## src/common/long_timer_regs.svh

```systemverilog
// Constants of the event-linked long interval timer
`ifndef LONG_TIMER_REGS_SVH
`define LONG_TIMER_REGS_SVH

// ************************************************************
// Timing
// ************************************************************
`define SUB_CLK_HZ     32768
`define SUB_TICKS_SEC  15'h7fff
`define SUB_TICK_W     15
`define CNT_W          16
`define CNT_RELOAD     16'h0005
`define CNT_ZERO       16'h0000
`define CNT_ONE        16'h0001
`define SUB_TICK_ZERO  15'h0000
`define SUB_TICK_ONE   15'h0001

`endif

```

## src/common/long_timer_pkg.sv

```systemverilog
// Types shared by the long interval timer files
package long_timer_pkg;
  // Host control bits
  typedef struct packed {
    logic count_start_bit;    // Run the down-counter
    logic event_src_sel;      // 1: linked event is count source
    logic link_enable;        // Route clock event to channel 0
    logic clock_enable;       // Run the seconds clock block
    logic clock_wait_request; // Freeze seconds counter for access
  } ctrl_s;

  // Device status
  typedef struct packed {
    logic underflow_flag;     // Sticky underflow
    logic clock_wait_status;  // Seconds counter frozen
  } stat_s;

  // Seconds clock states, Gray along the usual path
  typedef enum logic [1:0] {
    CLK_IDLE = 2'b00,
    CLK_RUN  = 2'b01,
    CLK_WAIT = 2'b11
  } clk_state_e;
endpackage

```

## src/hdl/seconds_clock.sv

```systemverilog
// Seconds clock block driven by the subsystem clock enable
`include "long_timer_regs.svh"
module seconds_clock (
  input  wire logic                   clock,
  input  wire logic                   arst_n,
  input  wire logic                   ce,
  input  wire logic                   sub_tick,
  input  wire logic                   run,
  input  wire logic                   wait_req,
  output logic                        sec_event,
  output logic                        wait_status
);
  import long_timer_pkg::*;

  // ************************************************************
  // State
  // ************************************************************
  clk_state_e             state_q;   // Run / wait
  clk_state_e             state_d;
  logic [`SUB_TICK_W-1:0] div_q;     // Subsystem tick divider
  logic [`SUB_TICK_W-1:0] div_d;
  logic                   wrap;      // Second boundary
  logic                   counting;  // Divider advances this cycle

  // A wait request freezes the divider at once, so no second can
  // complete on the same edge that the wait status goes high
  assign counting = run && (state_q == CLK_RUN) && !wait_req &&
                    sub_tick;
  assign wrap = counting && (div_q == `SUB_TICKS_SEC);
  // Divider runs only on subsystem ticks so the main clock rate
  // never changes the second length
  assign div_d = !run ? `SUB_TICK_ZERO :
                 !counting ? div_q :
                 wrap ? `SUB_TICK_ZERO : div_q + `SUB_TICK_ONE;

  // Next state of the wait handshake
  always_comb begin
    case (state_q)
      CLK_IDLE: state_d = run ? CLK_RUN : CLK_IDLE;
      CLK_RUN:  state_d = !run ? CLK_IDLE :
                          wait_req ? CLK_WAIT : CLK_RUN;
      CLK_WAIT: state_d = !run ? CLK_IDLE :
                          wait_req ? CLK_WAIT : CLK_RUN;
      default:  state_d = CLK_IDLE;
    endcase
  end

  // Registers
  always_ff @(posedge clock or negedge arst_n) begin
    if (!arst_n) begin
      state_q     <= CLK_IDLE;
      div_q       <= `SUB_TICK_ZERO;
      sec_event   <= 1'b0;
      wait_status <= 1'b0;
    end else if (ce) begin
      state_q     <= state_d;
      div_q       <= div_d;
      // Pulse in the cycle after the divider wraps
      sec_event   <= wrap;
      wait_status <= (state_d == CLK_WAIT);
    end
  end

  // ************************************************************
  // Checks
  // ************************************************************
  property p_sec_wrap;
    @(posedge clock) disable iff (!arst_n)
      ce && wrap |=> sec_event;
  endproperty
  a_sec_wrap: assert property (p_sec_wrap)
    else $error("second event missing after divider wrap");

  property p_no_event_in_wait;
    @(posedge clock) disable iff (!arst_n)
      wait_status |-> !sec_event;
  endproperty
  a_no_event_in_wait: assert property (p_no_event_in_wait)
    else $error("second event while seconds counter frozen");

  property p_wait_release;
    @(posedge clock) disable iff (!arst_n)
      ce && wait_status && !wait_req && run |=> !wait_status;
  endproperty
  a_wait_release: assert property (p_wait_release)
    else $error("wait status not cleared after release");
endmodule

```

## src/hdl/long_interval_timer.sv

```systemverilog
// Event-linked long interval timer top
`include "long_timer_regs.svh"
module long_interval_timer (
  input  wire logic                   clock,
  input  wire logic                   arst_n,
  input  wire logic                   ce,
  input  wire logic                   subsystem_clock,
  input  long_timer_pkg::ctrl_s       ctrl,
  input  wire logic                   underflow_clear,
  input  wire logic                   pin_init_low,
  input  wire logic                   pin_toggle,
  input  wire logic                   core_stopped,
  output long_timer_pkg::stat_s       stat,
  output logic                        clock_fixed_cycle_irq,
  output logic                        underflow_irq,
  output logic                        wake_up,
  output logic [`CNT_W-1:0]           count_value,
  output logic                        toggle_output_pin
);
  import long_timer_pkg::*;

  // ************************************************************
  // Seconds clock
  // ************************************************************
  logic sec_event;    // One-cycle pulse per second
  logic wait_status;  // Seconds counter frozen

  seconds_clock u_clk (
    .clock       (clock),
    .arst_n      (arst_n),
    .ce          (ce),
    .sub_tick    (subsystem_clock),
    .run         (ctrl.clock_enable),
    .wait_req    (ctrl.clock_wait_request),
    .sec_event   (sec_event),
    .wait_status (wait_status)
  );

  // ************************************************************
  // Event link and down-counter channel 0
  // ************************************************************
  // Core halt is deliberately not an input of this logic, so
  // the chain keeps counting while the core is stopped
  logic linked_event;  // Event arriving at the count source
  logic count_step;    // Counter decrements this cycle
  logic underflow;     // Counter steps from one and reloads
  logic [`CNT_W-1:0] cnt_q;
  logic [`CNT_W-1:0] cnt_d;
  logic flag_q;
  logic flag_d;

  assign linked_event = ctrl.link_enable && sec_event;
  assign count_step   = ctrl.count_start_bit &&
                        ctrl.event_src_sel && linked_event;
  // With reload 5 the counter visits 5..1, so the underflow from
  // one lands on the fifth event after the first reload
  assign underflow    = count_step && (cnt_q == `CNT_ONE);
  assign cnt_d = !ctrl.count_start_bit ? `CNT_RELOAD :
                 !count_step ? cnt_q :
                 underflow ? `CNT_RELOAD : cnt_q - `CNT_ONE;
  // Set wins over a clear in the same cycle
  assign flag_d = underflow | (flag_q & ~underflow_clear);

  // Counter, flag and interrupt registers
  always_ff @(posedge clock or negedge arst_n) begin
    if (!arst_n) begin
      cnt_q                 <= `CNT_RELOAD;
      flag_q                <= 1'b0;
      clock_fixed_cycle_irq <= 1'b0;
      underflow_irq         <= 1'b0;
      wake_up               <= 1'b0;
      count_value           <= `CNT_RELOAD;
      stat                  <= '0;
    end else if (ce) begin
      cnt_q                 <= cnt_d;
      flag_q                <= flag_d;
      clock_fixed_cycle_irq <= sec_event;
      underflow_irq         <= underflow;
      wake_up               <= underflow && core_stopped;
      count_value           <= cnt_d;
      stat.underflow_flag   <= flag_d;
      stat.clock_wait_status <= wait_status;
    end
  end

  // ************************************************************
  // Output pin driven by software
  // ************************************************************
  // Pin written only by host strobes; init has priority
  always_ff @(posedge clock or negedge arst_n) begin
    if (!arst_n) begin
      toggle_output_pin <= 1'b0;
    end else if (ce) begin
      if (pin_init_low) begin
        toggle_output_pin <= 1'b0;
      end else if (pin_toggle) begin
        toggle_output_pin <= ~toggle_output_pin;
      end
    end
  end

  // ************************************************************
  // Checks
  // ************************************************************
  property p_event_link;
    @(posedge clock) disable iff (!arst_n)
      ce && sec_event && ctrl.link_enable && ctrl.count_start_bit &&
      ctrl.event_src_sel && cnt_q > `CNT_ONE
      |=> count_value == $past(cnt_q) - `CNT_ONE;
  endproperty
  a_event_link: assert property (p_event_link)
    else $error("linked event did not decrement counter");

  property p_decrement_only_on_event;
    @(posedge clock) disable iff (!arst_n)
      ce && !count_step && ctrl.count_start_bit |=> cnt_q == $past(cnt_q);
  endproperty
  a_decrement_only_on_event: assert property (p_decrement_only_on_event)
    else $error("counter moved without a linked event");

  property p_underflow_reload;
    @(posedge clock) disable iff (!arst_n)
      ce && underflow |=> underflow_irq && cnt_q == `CNT_RELOAD;
  endproperty
  a_underflow_reload: assert property (p_underflow_reload)
    else $error("underflow did not raise irq and reload 5");

  property p_flag_set_wins;
    @(posedge clock) disable iff (!arst_n)
      ce && underflow && underflow_clear |=> stat.underflow_flag;
  endproperty
  a_flag_set_wins: assert property (p_flag_set_wins)
    else $error("underflow flag lost to simultaneous clear");

  property p_flag_clear;
    @(posedge clock) disable iff (!arst_n)
      ce && underflow_clear && !underflow |=> !stat.underflow_flag;
  endproperty
  a_flag_clear: assert property (p_flag_clear)
    else $error("underflow flag not cleared by host");

  property p_wake;
    @(posedge clock) disable iff (!arst_n)
      ce && underflow && core_stopped |=> wake_up;
  endproperty
  a_wake: assert property (p_wake)
    else $error("underflow did not wake a stopped core");

  property p_pin_init;
    @(posedge clock) disable iff (!arst_n)
      ce && pin_init_low |=> !toggle_output_pin;
  endproperty
  a_pin_init: assert property (p_pin_init)
    else $error("pin not driven low by init");

  property p_pin_toggle;
    @(posedge clock) disable iff (!arst_n)
      ce && pin_toggle && !pin_init_low
      |=> toggle_output_pin != $past(toggle_output_pin);
  endproperty
  a_pin_toggle: assert property (p_pin_toggle)
    else $error("pin did not invert on toggle");
endmodule

```

## config.mk

```make
export PLATFORM = sky130hd
export DESIGN_NAME = long_interval_timer
export DESIGN_NICKNAME = d
export VERILOG_FILES = /design/src/common/long_timer_pkg.sv /design/src/hdl/seconds_clock.sv /design/src/hdl/long_interval_timer.sv
export VERILOG_INCLUDE_DIRS = /design/src /design/src/common
export SDC_FILE = /design/constraint.sdc
export NUM_CORES = 1
export LEC_CHECK = 0
export BUFFER_PORTS_ARGS = -buffer_cell sky130_fd_sc_hd__buf_2
export CORE_MARGIN = 5
export CORE_UTILIZATION = 50
export CTS_CLUSTER_SIZE = 28
export DETAILED_ROUTE_END_ITERATION = 8
export PLACE_DENSITY = 0.72
export SETUP_SLACK_MARGIN = 0.02
export SLEW_MARGIN = 10
export SYNTH_ARGS = -nofsm -noshare
export SYNTH_HDL_FRONTEND = slang
export SYNTH_SLANG_ARGS = --single-unit
```

## constraint.sdc

```tcl
create_clock -name clock -period 2.4 [get_ports clock]
set_clock_uncertainty 0.2 [all_clocks]
set_input_delay 0 -clock clock [delete_from_list [all_inputs] [get_ports clock]]
set_output_delay 0 -clock clock [all_outputs]
set_load 0.02 [all_outputs]
```

==> flow_summary_export.csv <==
group,metric,value,unit
layout,areaGrowthSynthToFinish,21.3,%
cts,root_buffer,"clkbuf_8",
sta,maxSlewViolCount,0,
setup_path,rr_startpoint,"cnt_q[0]$_DFFE_PN1P_",
sta,fin_crit_sh,94.3,%
cts,cts_setup_buffers,0,
route,ant_nets,0,
placed_design,io_buffers,34,
layout,drive_above_1_share,23.2,%
yosys,avgSynthCellArea,9.33,sq um
route,vias,1901,
cts,cts_num_sinks,41,
sta,tightest_slew,0.900,ns
cts,cts_tree,"done",
floorplanning,die-area,0.00577,sq mm
floorplanning,pin_count,35,
route,via_per_inst,5.66,
cts,clkLatencyLatePin,0.29,ns
route,dr.pass1.iters,4,
setup_path,critPathSlowestCell,"dfstp_2",
layout,fin_nets,299,
cts,cts.clk_slew.worst_paths,0.07,ns
setup_path,end_kind,"flop",
setup_path,cp.required,2.41,ns
grt,antenna_found_initial,0,
outcome,outcome,"complete, no violations",
sta,setup_tns,0,ns
setup_path,crit_path_start,"cnt_q[0]$_DFFE_PN1P_",
yosys,synthArstFlopShare,100,%
route,routed_wirelength,4960,um
setup_path,cpPeakStageDelay,0.59,ns
floorplanning,initial_core_util,50.6,%
sta,setup_violations,0,
setup_path,cp.arrival,2.27,ns
yosys,netlist_area,0.00217,sq mm
power,ir_drop,0.000367,V
layout,finalNonFillerCells,336,
yosys,synthesis.nets,249,
yosys,synth_edf_count,0,
run,maxCapViolations,0,
sta,rsz0062_at_grt,"false",
grt,grt_first_pass_wirelength,8560,um
power,power.density,512,mW/mm^2
yosys,syn_inst,233,
setup_path,crit_chain,"ha_1 -> nor4b_2 -> and4_1 -> nand3_1 -> dlygate4sd3_1 -> o21ai_0",
sta,whs,0.0562,ns
layout,fill_cells,374,
yosys,synth-main-ff-cell,"dfrtp_1",
worst_hold_path,hold_class,"input port to flop",
grt,grt_max_degree,42,
cts,clockBufferDepth,2,
floorplanning,rows,24,
setup_path,cp_max_fo,7,
layout,diodes,0,
sta,max_freq,442,MHz
floorplanning,die_height,76.0,um
route,drt_iter0_markers,89,
sta,hold_violations,0,
route,avgRoutedWirePerCell,14.8,um
cts,h-tree-depth,2,
placed_design,hpwl,3230,um
yosys,synth_seq_cells,41,
setup_path,regToRegSetupSlack,0.14,ns
grt,grt_pass1_vias,1889,
grt,grt_use_total,17.8,%
route,drc,0,
placed_design,gp_congestion,0.834,
setup_path,startpoint_type,"flop",
sta,relSlewSlack,40.0,%
power,power_leakage,1.22,nW
floorplanning,die_w,76.0,um
worst_hold_path,hold_path.startpoint,"subsystem_clock",
placed_design,dp_cells,314,
yosys,yosys_warnings,0,
yosys,synth.distinct_cells,54,
yosys,ys_seq_area_share,47.3,%
floorplanning,coreArea,0.00429,sq mm
setup_path,path_class,"flop to flop",
cts,cts_buffers,5,
grt,grt.overflow.total,0,
sta,period_minus_slack,2.26,ns
==> sequential cells by signal, summed over array words and instances (netlist names) <==
register / flops
u_clk.wait_status: 1
clock_fixed_cycle_irq: 1
u_clk.state_q: 2
u_clk.div_q: 15
stat: 1
underflow_irq: 1
flag_q: 1
u_clk.sec_event: 1
wake_up: 1
toggle_output_pin: 1
cnt_q: 16
==> layer usage <==
layer,global-route usage (%),vias to the layer above,wire length [um]
li1,-,956,-
met3,5.57,6,289
met5,0,-,0
met2,28.9,60,2470
met4,7.47,0,76
met1,21.8,879,2120
==> worst max-delay path, delay by kind of cell, from the launching register on <==
kind	cells	cell delay [ns]
DFF	1	0.59
buffers and inverters	1	0.56
adders and majority gates	1	0.15
AOI/OAI and AO/OA	1	0.07
and+or+nand+nor	3	0.62
==> final cells by class <==
type	count	area (sq um)	area share, %
clock buffers	6	72.6	2.75
clock inverters	2	10.0	0.379
inverters	13	48.8	1.85
multi-input cells	169	1070	40.4
flip-flops and latches	41	1030	39.0
well taps	52	65.1	2.47
repair buffers	53	348	13.2
==> timing repair <==
action                                  CTS  global route
endpoints found under the setup margin    0            10
hold buffers                             14             0
resized for setup                         0             4
endpoints found under the hold margin    53             0
==> layout by cell type (no fill, tap or decap), types with 7 or more instances in the layout <==
cell,netlist,layout
a21oi_1,11,11
buf_2,3,34
dfrtp_1,39,39
dlygate4sd3_1,0,14
inv_1,13,13
nand2_1,26,25
nand3_1,18,18
nor2_1,13,13
nor3_1,7,7
o21ai_0,20,20
==> stage by stage <==
step	area (sq um)	setup WS (ns)	power (W)	util [%]
3_5_place_dp	2390	0.105	0.000916	55.8
3_3_place_gp	2390	0.172	0.000914	55.8
5_1_grt	2640	0.00703	0.00143	61.5
4_1_cts	2620	0.0338	0.00137	61.0
6_report	2640	0.136	0.00135	61.5
2_1_floorplan	2170	0.251	0.000856	-
==> cells by family after synthesis <==
| logic type | Yosys count | share of synthesized area (%) |
|---|---|---|
| buf+inv | 23 | 4.66 |
| simple gates | 99 | 25.3 |
| fa+ha+maj | 3 | 1.73 |
| mux | 5 | 2.53 |
| compound gates | 62 | 18.5 |
| flops | 41 | 47.3 |
==> synth_stat cells (all sizes together) (3+ instances only) <==
cell type,n,share of area (%)
nor4,6,2.7
o311ai,3,1.2
ha,3,1.7
o31ai,3,1.0
o21ai,22,5.2
nand4,3,0.86
nor2,13,2.2
dfrtp,39,45
mux2,4,2.1
and4,3,1.3
nand3,19,4.6
clkbuf,5,0.86
buf,5,1.6
a21oi,11,2.5
nand2,26,4.5
and3,5,1.5
or3,3,0.92
and2,3,0.86
inv,13,2.2
nor3,9,2.5
==> path summary, 6_finish.rpt <==
check	to	cells after the start
worst max-delay path	wake_up$_DFFE_PN0P_	6
max in group asynchronous	clock_fixed_cycle_irq$_DFFE_PN0P_	2
worst max register to register	wake_up$_DFFE_PN0P_	6
worst min register to register	clock_fixed_cycle_irq$_DFFE_PN0P_	1
worst min-delay path	u_clk.div_q[8]$_DFFE_PN0P_	4
min in group asynchronous	cnt_q[9]$_DFFE_PN0P_	2
==> power breakdown <==
group	switching (W)	internal [W]	total (W)	leakage [nW]
logic	0.000102	0.0000725	0.000174	0.622
clock network	0.000228	0.000202	0.000429	0.0450
registers	0.0000298	0.000717	0.000747	0.551
total	0.000359	0.000991	0.00135	1.22
(Power assumes the default switching activity.)
